File: config.mk
export PLATFORM = sky130hd
export DESIGN_NAME = rbs_reset_busconfig
export DESIGN_NICKNAME = d
export VERILOG_FILES = /design/src/rtl/rbs_pkg.sv /design/src/rtl/rbs_seg_if.sv /design/src/rtl/rbs_reset_busconfig.sv /design/src/rtl/rbs_seg_port.sv
export SDC_FILE = /design/constraint.sdc
export NUM_CORES = 1
export LEC_CHECK = 0
export BUFFER_PORTS_ARGS = -buffer_cell sky130_fd_sc_hd__buf_2
export CORE_ASPECT_RATIO = 2
export CORE_MARGIN = 4
export CORE_UTILIZATION = 52
export CTS_CLUSTER_SIZE = 12
export DETAILED_ROUTE_END_ITERATION = 8
export PLACE_DENSITY_LB_ADDON = 0.25
export SYNTH_ARGS = -nofsm -noshare
export SYNTH_HDL_FRONTEND = slang
export SYNTH_SLANG_ARGS = --single-unit
File: constraint.sdc
create_clock -name clk -period 1.6 [get_ports clk]
set_clock_uncertainty 0.05 [all_clocks]
set_input_delay 0.48 -clock clk [delete_from_list [all_inputs] [get_ports clk]]
set_output_delay 0.48 -clock clk [all_outputs]
set_load 0.01 [all_outputs]
File: src/rtl/rbs_pkg.sv
// Package with constants and types for the reset, bus configuration and segment port block.
package rbs_pkg;

  // ----------------------------------------------------------------
  // Bus configuration select codes {busActive, sel1, sel0}
  // ----------------------------------------------------------------
  localparam logic [2:0] RBS_CFG_DEMUX8 = 3'h0;
  localparam logic [2:0] RBS_CFG_MUX8 = 3'h1;
  localparam logic [2:0] RBS_CFG_MUX16 = 3'h2;
  localparam logic [2:0] RBS_CFG_DEMUX16 = 3'h3;
  localparam logic [2:0] RBS_CFG_SINGLE = 3'h4;

  // ----------------------------------------------------------------
  // Field positions and widths
  // ----------------------------------------------------------------
  localparam int RBS_SEG_W = 2;
  localparam int RBS_SEG_LSB = 0;
  localparam int RBS_SEG_MSB = 1;
  localparam int RBS_SYNC_W = 3;

  // ----------------------------------------------------------------
  // Reset values and timing
  // ----------------------------------------------------------------
  // Least external reset low time, in ns (chosen, not documented).
  localparam int RBS_RST_MIN_NS = 100;
  localparam int RBS_CLK_NS = 20;
  localparam int RBS_RST_MIN_CYC = (RBS_RST_MIN_NS + RBS_CLK_NS - 1) / RBS_CLK_NS;
  localparam logic [3:0] RBS_RST_CNT_MAX = 4'(RBS_RST_MIN_CYC);
  localparam logic [2:0] RBS_SYNC_RST = 3'h7;

  // ----------------------------------------------------------------
  // Types
  // ----------------------------------------------------------------
  typedef enum logic [1:0] {
    RBS_RUN = 2'h0,
    RBS_HOLD = 2'h1,
    RBS_INIT = 2'h3
  } rbs_state_t;

  typedef enum logic [2:0] {
    RBS_MODE_DEMUX8 = 3'h0,
    RBS_MODE_MUX8 = 3'h1,
    RBS_MODE_MUX16 = 3'h2,
    RBS_MODE_DEMUX16 = 3'h3,
    RBS_MODE_SINGLE = 3'h4,
    RBS_MODE_RESERVED = 3'h7
  } rbs_mode_t;

endpackage

File: src/rtl/rbs_seg_if.sv
// Interface carrying segment port controls between top and pin module.
`timescale 1ns/1ns
`default_nettype none
interface rbs_seg_if;
  logic [1:0] dir;
  logic [1:0] portData;
  logic [1:0] segAddr;
  logic segEnable;
  logic [1:0] pinIn;
  modport ctrl (output dir, output portData, output segAddr, output segEnable, input pinIn);
  modport port (input dir, input portData, input segAddr, input segEnable, output pinIn);
endinterface
`default_nettype wire

File: src/rtl/rbs_reset_busconfig.sv
// Reset sequencing, bus configuration latch, clock derivation and segment port top.
`timescale 1ns/1ns
`default_nettype none
// Overview of operation
// - Long enough low reset input resets device.
// - Indication low on hardware, software, watchdog reset.
// - Indication stays low until end of init.
// - Configuration pins sampled and latched during hardware reset.
// - Decode latched pins into bus, single or reserved mode.
// - Each segment pin has own direction bit.
// - Input pin driver is high impedance.
// - Segment address lines drive pins in bus mode outside device reset.
// - Prescaled variant halves oscillator clock.
// - Direct variant uses oscillator clock unchanged.
module rbs_reset_busconfig #(
  parameter bit PRESCALED = 1'b1
) (
  input wire logic clk,
  input wire logic rstn,
  input wire logic ext_reset_in_n,
  input wire logic sw_reset,
  input wire logic wdt_reset,
  input wire logic end_of_init_instruction,
  input wire logic bus_active_select,
  input wire logic bus_config_sel1,
  input wire logic bus_config_sel0,
  input wire logic [1:0] seg_dir,
  input wire logic [1:0] seg_data,
  input wire logic [1:0] seg_addr,
  input wire logic [1:0] seg_port_in,
  output logic [1:0] seg_port_out,
  output logic [1:0] seg_port_oe,
  output logic [1:0] seg_port_value,
  output logic reset_indication_out_n,
  output logic device_reset,
  output rbs_pkg::rbs_mode_t bus_mode,
  output logic ext_bus,
  output logic cfg_reserved,
  output logic cpu_clk_en
);

  typedef struct packed {
    rbs_pkg::rbs_state_t state;
    logic [2:0] r1;
    logic [2:0] r2;
    logic [2:0] r3;
    logic [2:0] ba;
    logic rstLevel;
    logic [3:0] lowCnt;
    logic [2:0] cfg;
    rbs_pkg::rbs_mode_t mode;
    logic indN;
    logic devRst;
    logic div;
  } rbs_state_all_t;

  rbs_state_all_t st;
  rbs_state_all_t next_st;
  rbs_seg_if seg ();

  // ----------------------------------------------------------------
  // Next state
  // ----------------------------------------------------------------
  always_comb begin
    next_st = st;
    next_st.r1 = {ext_reset_in_n, bus_config_sel1, bus_config_sel0};
    next_st.r1[2] = ext_reset_in_n;
    next_st.r2 = st.r1;
    next_st.r3 = st.r2;
    next_st.ba = {st.ba[1:0], bus_active_select};
    if (st.r2[2] == st.r3[2]) begin
      next_st.rstLevel = st.r3[2];
    end
    next_st.devRst = 1'b0;
    if (!st.rstLevel) begin
      if (st.lowCnt != rbs_pkg::RBS_RST_CNT_MAX) begin
        next_st.lowCnt = st.lowCnt + 4'h1;
      end
    end else begin
      next_st.lowCnt = 4'h0;
    end
    unique case (st.state)
      rbs_pkg::RBS_RUN: begin
        if (!st.rstLevel && st.lowCnt == rbs_pkg::RBS_RST_CNT_MAX) begin
          next_st.state = rbs_pkg::RBS_HOLD;
        end else if (sw_reset || wdt_reset) begin
          next_st.state = rbs_pkg::RBS_INIT;
          next_st.devRst = 1'b1;
        end
      end
      rbs_pkg::RBS_HOLD: begin
        next_st.devRst = 1'b1;
        // A strap pattern counts only once the second and third stages agree.
        if ({st.ba[1], st.r2[1:0]} == {st.ba[2], st.r3[1:0]}) begin
          next_st.cfg = {st.ba[2], st.r3[1:0]};
        end
        if (st.rstLevel) begin
          next_st.state = rbs_pkg::RBS_INIT;
        end
      end
      rbs_pkg::RBS_INIT: begin
        if (!st.rstLevel && st.lowCnt == rbs_pkg::RBS_RST_CNT_MAX) begin
          next_st.state = rbs_pkg::RBS_HOLD;
        end else if (end_of_init_instruction) begin
          next_st.state = rbs_pkg::RBS_RUN;
        end
      end
      default: begin
        next_st.state = rbs_pkg::RBS_HOLD;
      end
    endcase
    // Indication low in hold and init phases, high only in run.
    next_st.indN = (next_st.state == rbs_pkg::RBS_RUN);
    unique case (st.cfg)
      rbs_pkg::RBS_CFG_DEMUX8: next_st.mode = rbs_pkg::RBS_MODE_DEMUX8;
      rbs_pkg::RBS_CFG_MUX8: next_st.mode = rbs_pkg::RBS_MODE_MUX8;
      rbs_pkg::RBS_CFG_MUX16: next_st.mode = rbs_pkg::RBS_MODE_MUX16;
      rbs_pkg::RBS_CFG_DEMUX16: next_st.mode = rbs_pkg::RBS_MODE_DEMUX16;
      rbs_pkg::RBS_CFG_SINGLE: next_st.mode = rbs_pkg::RBS_MODE_SINGLE;
      default: next_st.mode = rbs_pkg::RBS_MODE_RESERVED;
    endcase
    next_st.div = PRESCALED ? ~st.div : 1'b1;
  end

  always_ff @(posedge clk or negedge rstn) begin
    if (!rstn) begin
      st.state <= rbs_pkg::RBS_HOLD;
      st.r1 <= rbs_pkg::RBS_SYNC_RST;
      st.r2 <= rbs_pkg::RBS_SYNC_RST;
      st.r3 <= rbs_pkg::RBS_SYNC_RST;
      st.ba <= rbs_pkg::RBS_SYNC_RST;
      st.rstLevel <= 1'b1;
      st.lowCnt <= 4'h0;
      st.cfg <= rbs_pkg::RBS_CFG_SINGLE;
      st.mode <= rbs_pkg::RBS_MODE_SINGLE;
      st.indN <= 1'b0;
      st.devRst <= 1'b1;
      st.div <= 1'b0;
    end else begin
      st <= next_st;
    end
  end

  // ----------------------------------------------------------------
  // Segment port
  // ----------------------------------------------------------------
  assign seg.dir = seg_dir;
  assign seg.portData = seg_data;
  assign seg.segAddr = seg_addr;
  assign seg.segEnable = (st.mode <= rbs_pkg::RBS_MODE_DEMUX16) && !st.devRst;

  rbs_seg_port u_seg (
    .clk(clk),
    .rstn(rstn),
    .seg(seg.port),
    .seg_port_in(seg_port_in),
    .seg_port_out(seg_port_out),
    .seg_port_oe(seg_port_oe)
  );

  assign seg_port_value = seg.pinIn;
  assign reset_indication_out_n = st.indN;
  assign device_reset = st.devRst;
  assign bus_mode = st.mode;
  assign ext_bus = st.mode <= rbs_pkg::RBS_MODE_DEMUX16;
  assign cfg_reserved = st.mode == rbs_pkg::RBS_MODE_RESERVED;
  assign cpu_clk_en = st.div;

endmodule
`default_nettype wire

File: src/rtl/rbs_seg_port.sv
// Two-pin segment port with per-pin direction and segment address output.
`timescale 1ns/1ns
`default_nettype none
module rbs_seg_port (
  input wire logic clk,
  input wire logic rstn,
  rbs_seg_if.port seg,
  input wire logic [1:0] seg_port_in,
  output logic [1:0] seg_port_out,
  output logic [1:0] seg_port_oe
);

  typedef struct packed {
    logic [1:0] out;
    logic [1:0] oe;
    logic [1:0] s1;
    logic [1:0] s2;
    logic [1:0] s3;
    logic [1:0] val;
  } rbs_port_state_t;

  rbs_port_state_t st;
  rbs_port_state_t next_st;

  // ----------------------------------------------------------------
  // Per pin driver and input synchroniser
  // ----------------------------------------------------------------
  always_comb begin
    next_st = st;
    next_st.s1 = seg_port_in;
    next_st.s2 = st.s1;
    next_st.s3 = st.s2;
    for (int i = 0; i < rbs_pkg::RBS_SEG_W; i++) begin
      // Pin 0 carries the low segment line, pin 1 the high one.
      next_st.out[i] = seg.segEnable ? seg.segAddr[i] : seg.portData[i];
      next_st.oe[i] = seg.segEnable | seg.dir[i];
      if (st.s2[i] == st.s3[i]) begin
        next_st.val[i] = st.s3[i];
      end
    end
  end

  always_ff @(posedge clk or negedge rstn) begin
    if (!rstn) begin
      st <= '0;
    end else begin
      st <= next_st;
    end
  end

  assign seg_port_out = st.out;
  assign seg_port_oe = st.oe;
  assign seg.pinIn = st.val;

endmodule
`default_nettype wire
Word-level counts from Yosys, hierarchy flattened
Cells that the tools add are included.
Widths: inputs -> output; s select.
Word-level totals
  register bits: 40
  bits in latches: 0
  memory bits (writable): 0
  memory bits (read-only): 0
  input port bits: 17
  logic and storage cells: 61
  memories: 0
Operators by class
  add/sub/neg operators: 1
  multipliers: 0
  div/mod/pow operators: 0
  $lt $le $gt $ge: 1
  equality and inequality tests: 13
  shifts and indexed selects: 0
  muxes and demuxes: 14
  bitwise gates (word level): 3
  reduce and logical (&&, ||, !) cells: 10
Operators with widths (count)
  $pmux 3 s5: 1
  $mux 2: 5
  $mux 4: 2
  $eq 3x2->1 const B: 2
  $eq 3x3->1 const B: 2
  $pmux 2 s3: 1
  $add 4x1->4 const B: 1
  $eq 4x3->1 const B: 1
  $logic_not 2->1: 2
  $mux 1: 4
  $ne 4x3->1 const B: 1
  $eq 1x1->1: 3
  $eq 3x1->1 const B: 1
  $eq 3x3->1: 1
  $le 3x2->1 const B: 1
  $logic_not 3->1: 1
  $eq 2x1->1 const B: 1
  $eq 2x2->1 const B: 1
  $logic_and 1x1->1: 2
  $logic_not 1->1: 2
  $or 1x1->1: 2
  $pmux 1 s2: 1
  $reduce_and 2->1: 1
  $reduce_bool 2->1: 1
  2 further kinds: 2

Depth between registers and ports, before layout
  depth in word-level cells: 5
  depth in mapped cells: 6

Cells and area by module
Synthesis repeated with hierarchy kept, for this count alone.
Second synthesis, totals
  cell total of the unflattened synthesis: 102
  area total of the unflattened synthesis: 1481.4 µm²
Modules (own cells, without submodules)
  rbs_reset_busconfig: instances 1, cells an instance 78, area an instance 1071.0 µm², sequential area each 721.9 µm²
  rbs_seg_port: instances 1, cells an instance 24, area an instance 410.4 µm², sequential area each 300.3 µm²

Worst setup path before layout
Ideal clock, no wire load.
  kind: reg-to-reg
  from: register st[16] (netlist name)
  to: register st[6] (netlist name)
  library setup time: 0.128 ns
  data arrival time: 1.265 ns
  required time: 1.422 ns
  setup slack: 0.158 ns
  stages on the path, launching flop included: 4
  buffers on the path: 0
  period minus slack after synthesis: 1.442 ns
  path through: dfstp_2 xor2_1 nor4_4 mux2_1
Between the ends
  longest elaborated chain between the ends: 2
Ends and longest elaborated chain
  from (decl): line rbs_reset_busconfig.sv:57  | rbs_state_all_t st;
  from (signal assigned): line rbs_reset_busconfig.sv:140  | st <= next_st;
  $eq 3x3->1: line rbs_reset_busconfig.sv:94  | if ({st.ba[1], st.r2[1:0]} == {st.ba[2], st.r3[1:0]}) begin
  $reduce_and 2->1 (no source line)
Every way passes these cells.
A chain may end at the register's enable or synchronous reset.

Worst setup path after layout
  from: register st (netlist bit bus_mode[2])
  to: output cfg_reserved
Between the ends
  longest elaborated chain between the ends: 1
Ends and longest elaborated chain
  $eq 3x3->1: line rbs_reset_busconfig.sv:166  | assign cfg_reserved = st.mode == rbs_pkg::RBS_MODE_RESERVED;
  to (decl): line rbs_reset_busconfig.sv:38  | output logic cfg_reserved,
Every way passes these cells.

==> flow_summary.yaml <==
synth:
  ys_ff_latch: 40
  syn-cell-area_sq_um: 1455
  seq_area_frac_synth_pct: 70.25
  syn_avg_cell_area_sq_um: 14.85
  synthSimpleGateAreaFrac_pct: 8.083
  synth_compound_area_share_pct: 4.643
  synthMuxAreaShare_pct: 4.557
  synthXorXnorAreaFrac_pct: 2.408
  synthesis.nets: 117
  ys_types: 27
  postSynthCellCount: 98
  synth_top_family_by_area: "simple AND/OR/NAND/NOR gates"
  yosysWarnings: 0
  synthAdderAreaFrac_pct: 3.783
power_and_ir_drop:
  peakVddDrop_mv: 0.7604
  power_density_nw_per_um2: 1546
  swShare_pct: 26.91
  power_frac_comb_pct: 20.8
  pwr-share-seq_pct: 54.0
  p_int_mw: 1.904
  p_sw_uw: 701.0
  totalPowerFinal_mw: 2.605
  power.leakage_nw: 0.8118
  power_frac_clock_pct: 25.2
cts:
  cts_buffers: 5
  postCtsSetupBuffers: 0
  cts_sinks: 40
  htreeDepth: 2
  clockBufferDepth: 2
  clock-root-buffer: "clkbuf_8"
  cts.clk_slew.worst_paths_ns: 0.07
  insertion_delay_ns: 0.28
  cts_hold_buf: 0
  cts_tree: "built"
timing:
  fin_ws_ns: -0.03379
  hold_viol: 0
  finalSetupViolCount: 1
  rsz0062_at_grt: "yes"
  post-route-min-period_ns: 1.634
  setup-tns-final_ns: -0.03379
  report.final.slew_viol_count: 0
  fmax_mhz: 612.1
  tightest_slew_ns: 0.3846
  hold_slack_ns: 0.05838
  fin_crit_sh_pct: 102.1
  relSlewSlack_pct: 74.36
global_route:
  grt_pass1_vias: 843
  track_usage_pct: 13.42
  grt_remaining_overflow: 0
  grt_antenna_before_repair: 0
  grt_pass1_wl_microns: 3594
  grt_max_degree: 25
die:
  coreArea_sq_um: 2635
  die_height_microns: 82.81
  rows: 26
  io_pins: 31
  die-area_sq_um: 3760
  die_w_microns: 45.41
  start_util_pct: 55.22
route:
  num_vias: 789
  wl_microns: 2114
  first_pass_iters: 3
  wl_per_cell_microns: 13.73
  drc: 0
  drt-initial-drc-count: 9
  drtAntennaViolNets: 0
  detail_route.vias_per_cell: 5.123
worst_setup_path:
  crit_chain: "and3_4 -> buf_6"
  cp_slowest_cell: "dfstp_2"
  cp_num_buf_inv: 1
  end_kind: "primary output"
  path_max_fanout: 4
  worstPathRequired_ns: 1.07
  worst_ep_arrival_time_ns: 1.10
  critPathMaxStageDelay_ns: 0.55
  path_class: "register to primary output"
  critPathLaunchType: "register"
  cp_top_family: "flip-flops"
worst_hold_path:
  holdCritPathClass: "input port to asynchronous set/reset pin"
placed_design:
  dp_hpwl_microns: 1506
  place_area_sq_um: 1584
  dp_cells: 146
  post-place-ws_ns: 0.05727
  place_congestion: 0.7258
  io_buffers: 30
job:
  max_cap_violations: 0
finish:
  num_antenna_cells: 0
  fin_cells: 154
  drive_gt1_share_pct: 50.00
  fin_util_pct: 63.96
  areaGrowthSynthToFinish_pct: 15.82
  layout.nets: 144
  design_area_sq_um: 1685
run_status:
  status: "finished, violations left"
  violations: "setup timing"
[cell families after synthesis]
family                     Yosys count
AOI/OAI and AO/OA                    9
and+or+nand+nor                     19
adders and majority gates            5
xor gates and xnor gates             4
DFF                                 40
buffers and inverters               15
muxes                                6
[timing repair]
action / in CTS / in global routing
setup endpoints to repair: 1 / 2
resized for setup: 0 / 3
pin swaps: 1 / 0
[cell usage after synthesis]
cell,count,share of area (%)
a21o_1,4,2.1
a21oi_1,1,0.34
a22o_1,1,0.60
and3_1,2,0.86
and4bb_1,1,0.86
buf_2,1,0.34
buf_4,9,4.6
clkbuf_1,1,0.26
dfrtp_1,23,40
dfstp_2,17,31
ha_1,2,1.7
inv_1,4,1.0
maj3_1,3,2.1
mux2_1,3,2.3
mux2_2,2,1.5
mux2i_1,1,0.69
nand2_1,1,0.26
nand2b_1,2,0.86
nand3_1,1,0.34
nor2_1,7,1.8
nor3_1,1,0.34
nor4_4,1,1.5
o21ba_2,1,0.69
o22ai_1,1,0.43
o31ai_1,1,0.52
or2_2,3,1.3
xor2_1,4,2.4
[metal layers]
metal / GRT usage [%] / share of wire (%) / vias to the layer above
li1: - / - / 369
met5: 0 / 0 / -
met2: 21.27 / 54 / 30
met1: 14.12 / 35 / 384
met3: 3.896 / 7.9 / 6
met4: 9.600 / 2.3 / 0
[path summary, 6_finish.rpt]
| path | startpoint | end | slack, ns | depth (start not counted) |
|---|---|---|---|---|
| setup / recovery | bus_mode[2] | cfg_reserved | -0.03 | 2 |
| hold / removal | rstn | u_seg.seg.pinIn[0] | 0.06 | 1 |
| setup reg to reg | st[16] | st[6] | 0.09 | 3 |
| hold reg to reg | next_st[20] | next_st[17] | 0.31 | 0 |
| max in group asynchronous | rstn | st[18] | 0.92 | 2 |
| min in group clk | bus_active_select | next_st[15] | 0.24 | 1 |
[sequential cells by signal, summed over array words and instances (netlist names)]
signal,flops
st,14
u_seg.next_st,4
u_seg.seg_port_out,2
u_seg.st,2
reset_indication_out_n,1
next_st,8
cpu_clk_en,1
device_reset,1
bus_mode,3
u_seg.seg_port_oe,2
u_seg.seg.pinIn,2
[worst register-to-register path, stage by stage, from the launching register on]
cell,delay (ns)
dfstp_2,0.54
xor2_1,0.09
nor4_4,0.35
mux2_1,0.36
[power groups by stage]
stage               Clock (mW)  Combinational [mW]  Sequential (mW)
detailed placement           0               0.530             1.42
CTS                      0.690               0.535             1.41
floorplan                    0               0.429             1.39
finish                   0.656               0.542             1.41
global placement             0               0.510             1.40
global route             0.735               0.597             1.43
[placed cells by master, fill, tap and decap left out]
master    synthesis  final
buf_2             1     29
dfrtp_1          23     23
dfstp_2          17     17
nor2_1            7      7
clkbuf_8          0      6
inv_1             4      4
a21o_1            4      4
xor2_1            4      4
or2_2             3      3
mux2_1            3      3
maj3_1            3      3
nand2b_1          2      2
mux2_2            2      2
ha_1              2      2
clkbuf_1          1      2
and4bb_2          0      1
and3_1            2      1
a21oi_1           1      1
o22ai_1           1      1
a22o_1            1      1
o21ba_2           1      1
and3_4            0      1
nand2_1           1      1
o31ai_1           1      1
nor3_1            1      1
nor4_4            1      1
nand3_1           1      1
mux2i_1           1      1
buf_6             0      1
buf_12            0      1
[cell type report]
| cell class | count | area (sq um) |
|---|---|---|
| clock buffers | 8 | 90.09 |
| inverters | 4 | 15.01 |
| fillers | 198 | 949.7 |
| well taps | 28 | 35.03 |
| multi-input cells | 43 | 346.6 |
| flip-flops and latches | 40 | 1022 |
| repair buffers | 31 | 176.4 |
Note: power is estimated with default switching activity, not from simulation.
